$ cat src/ersp_pkg.sv
// Functional notes
// - clear command edge clears chosen axis error
// - argument zero keeps output inhibition
// - nonzero argument also lifts output inhibition
// - bad axis sets error flag, no execution
// - save command edge writes flash by selector
// - selector zero saves both positioning axes
// - selector one saves counter channel data
// - selector two saves sixteen loop settings
// - save checks axis though value unused
// - emergency stop sets error code, inhibits
// - erase stored set before writing
package ersp_pkg;
  localparam logic [15:0] ERSP_EMG_CODE   = 16'h01e1;
  localparam logic [15:0] ERSP_ERR_NONE   = 16'h0000;
  localparam logic [15:0] ERSP_AXIS_MAX   = 16'h0001;
  localparam logic [15:0] ERSP_SEL_POS    = 16'h0000;
  localparam logic [15:0] ERSP_SEL_CNT    = 16'h0001;
  localparam logic [15:0] ERSP_SEL_LOOP   = 16'h0002;
  localparam int          ERSP_LOOP_COUNT = 16;
  localparam logic [1:0]  ERSP_SYNC_RST   = 2'h0;
  typedef enum logic [1:0] {
    ERSP_DS_POS, ERSP_DS_CNT, ERSP_DS_LOOP, ERSP_DS_NONE
  } ersp_dset_e;
  typedef enum {ERSP_IDLE, ERSP_ERASE, ERSP_WRITE} ersp_st_e;
endpackage

$ cat src/ersp_flash_if.sv
`timescale 1ns/100ps
interface ersp_flash_if;
  logic       start;
  logic [1:0] dset;
  logic       busy;
  logic       erase;
  logic       write;
  modport ctl (output start, output dset, input busy, input erase,
               input write);
  modport seq (input start, input dset, output busy, output erase,
               output write);
endinterface

$ cat src/ersp_flash_seq.sv
`timescale 1ns/100ps
module ersp_flash_seq (
  input wire logic  mclk_i,
  input wire logic  sys_rst_i,
  input wire logic  ce_i,
  input wire logic  flash_done_i,
  ersp_flash_if.seq fl
);
  import ersp_pkg::*;
  ersp_st_e st_ff, nxt_st;
  always_comb begin
    nxt_st = st_ff;
    case (st_ff)
      ERSP_IDLE:  if (fl.start) nxt_st = ERSP_ERASE;
      // old set goes first so a half write never mixes generations
      ERSP_ERASE: if (flash_done_i) nxt_st = ERSP_WRITE;
      ERSP_WRITE: if (flash_done_i) nxt_st = ERSP_IDLE;
      default:    nxt_st = ERSP_IDLE;
    endcase
  end
  always_ff @(posedge mclk_i) begin
    if (sys_rst_i) st_ff <= ERSP_IDLE;
    else if (ce_i) st_ff <= nxt_st;
  end
  assign fl.busy  = (st_ff != ERSP_IDLE);
  assign fl.erase = (st_ff == ERSP_ERASE);
  assign fl.write = (st_ff == ERSP_WRITE);
endmodule

$ cat src/ersp_top.sv
`timescale 1ns/100ps
module ersp_top (
  // clock, reset, enable
  input  wire logic        mclk_i,
  input  wire logic        sys_rst_i,
  input  wire logic        ce_i,
  // commands from the sequence program (same clock)
  input  wire logic        error_clear_command_i,
  input  wire logic        parameter_save_command_i,
  input  wire logic [15:0] axis_select_operand_i,
  input  wire logic [15:0] command_argument_i,
  input  wire logic [15:0] slot_operand_i,
  // emergency stop request, one per axis (same clock)
  input  wire logic [1:0]  emg_stop_i,
  // flash macro
  input  wire logic        flash_done_i,
  output logic             flash_erase_o,
  output logic             flash_write_o,
  output logic [1:0]       flash_dset_o,
  output logic             flash_busy_o,
  // status
  output logic             instruction_error_flag_o,
  output logic [15:0]      axis_x_error_code_o,
  output logic [15:0]      axis_y_error_code_o,
  output logic [1:0]       output_inhibit_o,
  output logic [1:0]       axis_halt_o
);
  import ersp_pkg::*;

  ersp_flash_if fl ();

  ersp_flash_seq u_seq (
    .mclk_i       (mclk_i),
    .sys_rst_i    (sys_rst_i),
    .ce_i         (ce_i),
    .flash_done_i (flash_done_i),
    .fl           (fl)
  );

  function automatic logic axis_ok(input logic [15:0] ax);
    axis_ok = (ax <= ERSP_AXIS_MAX);
  endfunction

  logic        clr_q_ff, sav_q_ff;
  logic        err_flag_ff, nxt_err_flag;
  logic [15:0] code_ff [2];
  logic [15:0] nxt_code [2];
  logic [1:0]  inh_ff, nxt_inh;
  logic [1:0]  halt_ff, nxt_halt;
  logic        start_ff, nxt_start;
  logic [1:0]  dset_ff, nxt_dset;
  logic        nxt_fl_erase, nxt_fl_write, nxt_fl_busy;
  logic [1:0]  nxt_fl_dset;
  logic        clr_rise, sav_rise, ax_good;
  logic        ax_idx;

  // slot operand is fixed at zero on this device and carries no function
  assign clr_rise = error_clear_command_i & ~clr_q_ff;
  assign sav_rise = parameter_save_command_i & ~sav_q_ff;
  assign ax_good  = axis_ok(axis_select_operand_i);
  assign ax_idx   = axis_select_operand_i[0];

  always_comb begin
    nxt_err_flag = err_flag_ff;
    nxt_code     = code_ff;
    nxt_inh      = inh_ff;
    nxt_halt     = halt_ff;
    nxt_start    = 1'b0;
    nxt_dset     = dset_ff;
    // flag reflects the most recent command, like a per-instruction flag
    if (clr_rise || sav_rise)
      nxt_err_flag = ~ax_good;
    if (clr_rise && ax_good) begin
      nxt_code[ax_idx] = ERSP_ERR_NONE;
      nxt_halt[ax_idx] = 1'b0;
      if (command_argument_i != 16'h0000)
        nxt_inh[ax_idx] = 1'b0;
      else
        nxt_inh[ax_idx] = inh_ff[ax_idx];
    end
    if (sav_rise && ax_good && !fl.busy) begin
      case (command_argument_i)
        ERSP_SEL_POS:  nxt_dset = ERSP_DS_POS;
        ERSP_SEL_CNT:  nxt_dset = ERSP_DS_CNT;
        ERSP_SEL_LOOP: nxt_dset = ERSP_DS_LOOP;
        default:       nxt_dset = ERSP_DS_NONE;
      endcase
      nxt_start = (command_argument_i <= ERSP_SEL_LOOP);
    end
    // stop arriving with a clear wins: the hazard must stay latched
    for (int i = 0; i < 2; i++) begin
      if (emg_stop_i[i]) begin
        nxt_code[i] = ERSP_EMG_CODE;
        nxt_inh[i]  = 1'b1;
        nxt_halt[i] = 1'b1;
      end
    end
  end

  always_ff @(posedge mclk_i) begin
    if (sys_rst_i) begin
      clr_q_ff    <= 1'b0;
      sav_q_ff    <= 1'b0;
      err_flag_ff <= 1'b0;
      code_ff[0]  <= ERSP_ERR_NONE;
      code_ff[1]  <= ERSP_ERR_NONE;
      inh_ff      <= ERSP_SYNC_RST;
      halt_ff     <= ERSP_SYNC_RST;
      start_ff    <= 1'b0;
      dset_ff     <= ERSP_DS_NONE;
    end else if (ce_i) begin
      clr_q_ff    <= error_clear_command_i;
      sav_q_ff    <= parameter_save_command_i;
      err_flag_ff <= nxt_err_flag;
      code_ff     <= nxt_code;
      inh_ff      <= nxt_inh;
      halt_ff     <= nxt_halt;
      start_ff    <= nxt_start;
      dset_ff     <= nxt_dset;
    end
  end

  assign fl.start = start_ff;
  assign fl.dset  = dset_ff;

  // busy already counts the start pulse, so the issuer never sees a gap
  // between an accepted save and the erase phase
  always_comb begin
    nxt_fl_erase = fl.erase;
    nxt_fl_write = fl.write;
    nxt_fl_busy  = fl.busy | start_ff;
    nxt_fl_dset  = dset_ff;
  end

  // registered copies so every output leaves a flip-flop
  always_ff @(posedge mclk_i) begin
    if (sys_rst_i) begin
      flash_erase_o <= 1'b0;
      flash_write_o <= 1'b0;
      flash_busy_o  <= 1'b0;
      flash_dset_o  <= ERSP_DS_NONE;
    end else if (ce_i) begin
      flash_erase_o <= nxt_fl_erase;
      flash_write_o <= nxt_fl_write;
      flash_busy_o  <= nxt_fl_busy;
      flash_dset_o  <= nxt_fl_dset;
    end
  end

  assign instruction_error_flag_o = err_flag_ff;
  assign axis_x_error_code_o      = code_ff[0];
  assign axis_y_error_code_o      = code_ff[1];
  assign output_inhibit_o         = inh_ff;
  assign axis_halt_o              = halt_ff;
endmodule

$ cat config.mk
export PLATFORM = sky130hd
export DESIGN_NAME = ersp_top
export DESIGN_NICKNAME = d
export VERILOG_FILES = /design/src/ersp_pkg.sv /design/src/ersp_flash_if.sv /design/src/ersp_flash_seq.sv /design/src/ersp_top.sv
export SDC_FILE = /design/constraint.sdc
export NUM_CORES = 1
export LEC_CHECK = 0
export CORE_MARGIN = 3
export CORE_UTILIZATION = 40
export DETAILED_ROUTE_END_ITERATION = 8
export DONT_BUFFER_PORTS = 1
export SLEW_MARGIN = 0
export SYNTH_ARGS = -nofsm -noshare
export SYNTH_HDL_FRONTEND = slang
export SYNTH_HIERARCHICAL = 1
export SYNTH_SLANG_ARGS = --single-unit
$ cat constraint.sdc
create_clock -name mclk_i -period 2.1 [get_ports mclk_i]
set_clock_uncertainty 0.05 [all_clocks]
set_input_delay 0.21 -clock mclk_i [delete_from_list [all_inputs] [get_ports mclk_i]]
set_output_delay 0.21 -clock mclk_i [all_outputs]
set_load 0.01 [all_outputs]
==> results.py <==
metrics = {
    "floorplanning": {
        "initial_core_util_pct": 43.6,
        "fp.dieH_um": 73.7,
        "ios": 98,
        "dieArea_sq_um": 5430,
        "dieWidth_um": 73.7,
        "rows": 23,
        "coreArea_sq_um": 4200,
    },
    "synthesis": {
        "ys_seq_elements": 49,
        "postSynthAreaPerCell_sq_um": 10.5,
        "synth_common_cells": "49 x dfxtp_1, 26 x nor2_1, 19 x and2_2",
        "yosysMostFrequentCell": "dfxtp_1",
        "yosysTopAreaCellShare_pct": 53.6,
        "synth-seq-area-share_pct": 53.6,
        "yosysTopAreaCell": "dfxtp_1",
        "yosysWarnings": 6,
        "synth_nets": 231,
        "synth_area_sq_um": 1830,
        "syn_inst": 175,
        "async_reset_ff_share_pct": 0,
        "synth_top_flop_cell": "dfxtp_1",
        "ys_types": 36,
        "synth_area_leaders": "dfxtp_1 54%, and2_2 7.8%, nor2_1 5.3%, nor3_1 3.8%, mux2i_1 3.3%",
        "synth-edff-count": 0,
    },
    "worst_setup_path": {
        "required_ps": 2290,
        "cp-start-kind": "register",
        "worst-path-buf-inv": 0,
        "crit_type": "reg -> reg",
        "endpoint_kind": "register",
        "cp-endpoint": "axis_y_error_code_o[3]$_SDFFE_PP0P_",
        "crit_family": "simple AND/OR/NAND/NOR gates",
        "arrival_ps": 1710,
        "critPathMaxStageDelay_ps": 520,
        "reg2reg_depth": 4,
        "reg2reg_slack_ps": 570,
        "cp_cell_sequence": "nor2b_1 -> and4_2 -> a211oi_2 -> and2_2",
        "path_max_fanout": 11,
        "setup.worst_path.start": "clr_q_ff$_SDFFE_PP0P_",
        "rr_startpoint": "clr_q_ff$_SDFFE_PP0P_",
        "worst_path_max_delay_cell": "a211oi_2",
        "timing.critical_path.depth": 4,
        "reg2reg_to": "axis_y_error_code_o[3]$_SDFFE_PP0P_",
    },
    "cells_and_area": {
        "drive_gt1_share_pct": 20.3,
        "fin_nets": 232,
        "diodes": 0,
        "area_growth_pct": 7.85,
        "fin_util_pct": 47.0,
    },
    "timing": {
        "fmaxAchievable_mhz": 655,
        "drv_slew": 0,
        "period_share_pct": 72.7,
        "period_minus_slack_ps": 1530,
        "finalWorstSetupSlack_ps": 573,
        "slew-limit-headroom_pct": 38.8,
        "worst_pin_slew_ps": 915,
        "hold_viol": 0,
        "setup_viol": 0,
        "tns_ps": 0,
        "rsz0062_at_grt": "no",
    },
    "grt": {
        "grt_overflow_total": 0,
        "grt_pass1_vias": 1238,
        "grtUsageTotal_pct": 15.1,
        "grt_max_degree": 26,
        "grt_pass1_wl_mm": 6.11,
        "grt_antenna_before_repair": 0,
    },
    "pwr": {
        "leakagePower_uw": 0.000756,
        "ir_drop_uv": 324,
        "cellPowerDensity_nw_per_um2": 872,
    },
    "placed_design": {
        "numPortBuffers": 0,
        "pre_cts_slack_ps": 519,
        "place_hpwl_mm": 3.04,
        "finalWeightedCongestion": 0.674,
    },
    "clock_network": {
        "cts_root_buf": "clkbuf_8",
        "cts_tree": "built",
        "clock_path_buffers": 2,
        "path_clk_slew_ps": 90,
        "cts.sinks": 49,
        "post_cts_buffers": 0,
        "clk_latency_ps": 290,
        "cts_inserted_buffers": 5,
        "htree_levels": 2,
    },
    "drt": {
        "wl_per_cell_um": 17.5,
        "drt-initial-drc-count": 14,
        "dr.pass1.iters": 3,
        "post_drt_via_cell_ratio": 5.58,
        "ant_nets": 0,
        "wirelength_mm": 3.97,
        "drcViolationCount": 0,
        "vias": 1266,
    },
    "status": {
        "status": "completed",
    },
    "min_path": {
        "hold_depth": 2,
        "hold_path_class": "in -> reg",
    },
    "flow_run": {
        "maxCapViolations": 0,
    },
}
## stage by stage
step | power, uW | hold slack (ps) | std cells | cell area (sq um)
floorplan | 1070 | 248 | 175 | 1830
global placement | 1060 | 233 | 217 | 1840
detailed placement | 1070 | 236 | 217 | 1840
CTS | 1750 | 7.57 | 227 | 1980
global route | 1800 | 23.0 | 227 | 1980
finish | 1720 | 19.6 | 227 | 1980
## cells in the final DEF, fill, tap and decap left out, drive strengths merged, types with 2 or more instances in the layout
master	n
o21ai	3
mux2i	6
a211oi	3
nor3	14
nor4	8
a311oi	2
nand3	2
nor2b	9
clkbuf	7
dlygate4sd3	2
a211o	2
and2	24
a21o	2
nor2	26
dfxtp	49
nand4	3
o2bb2ai	2
## layout make-up
class	instances	area, sq um
Clock buffer	7	86.3
Tap cell	50	62.6
Timing Repair Buffer	2	20.0
Sequential cell	49	981
Clock inverter	1	30.0
Fill cell	400	2230
Multi-Input combinational cell	117	792
Inverter	1	3.75
## worst register-to-register path: stages, from the launching register on
cell and delay, ps:
dfxtp_1 340, nor2b_1 80, and4_2 250, a211oi_2 520
and2_2 240
## worst min path at each step
stage	slack (ps)	end	startpoint
global placement	230	instruction_error_flag_o$_SDFFE_PP0P_	sys_rst_i
global route	20	clr_q_ff$_SDFFE_PP0P_	error_clear_command_i
CTS	8	sav_q_ff$_SDFFE_PP0P_	parameter_save_command_i
detailed placement	240	instruction_error_flag_o$_SDFFE_PP0P_	sys_rst_i
floorplan	250	u_seq/st_ff[0]$_SDFFE_PP0P_	sys_rst_i
finish	20	sav_q_ff$_SDFFE_PP0P_	parameter_save_command_i
## power by group
group          total [uW]  switching (uW)  internal (uW)
clock                 668             280            388
sequential            982            28.1            954
combinational        73.7            42.0           31.8
## cells by family after synthesis
logic type / synth area share [%]
compound gates: 7.10
buf+inv: 3.21
flops: 53.6
mux: 3.28
simple gates: 32.9
## state kept, by name (all words and copies together) (netlist names), 2 cells and up
| name | flops |
|---|---|
| dset_ff | 2 |
| axis_x_error_code_o | 16 |
| axis_halt_o | 2 |
| u_seq/st_ff | 2 |
| output_inhibit_o | 2 |
| axis_y_error_code_o | 16 |
| flash_dset_o | 2 |
## per-layer routing
metal  track usage, %  routed length, um
met5                0                  0
met1             16.6               1540
met4             4.43                 45
met2             25.5               1950
met3             7.52                427
## what timing repair did
action / CTS / global route
hold endpoints to repair: 25 / 0
hold buffers: 2 / 0
resized for setup: 0 / 0
Power figures use the tool's default switching activity.
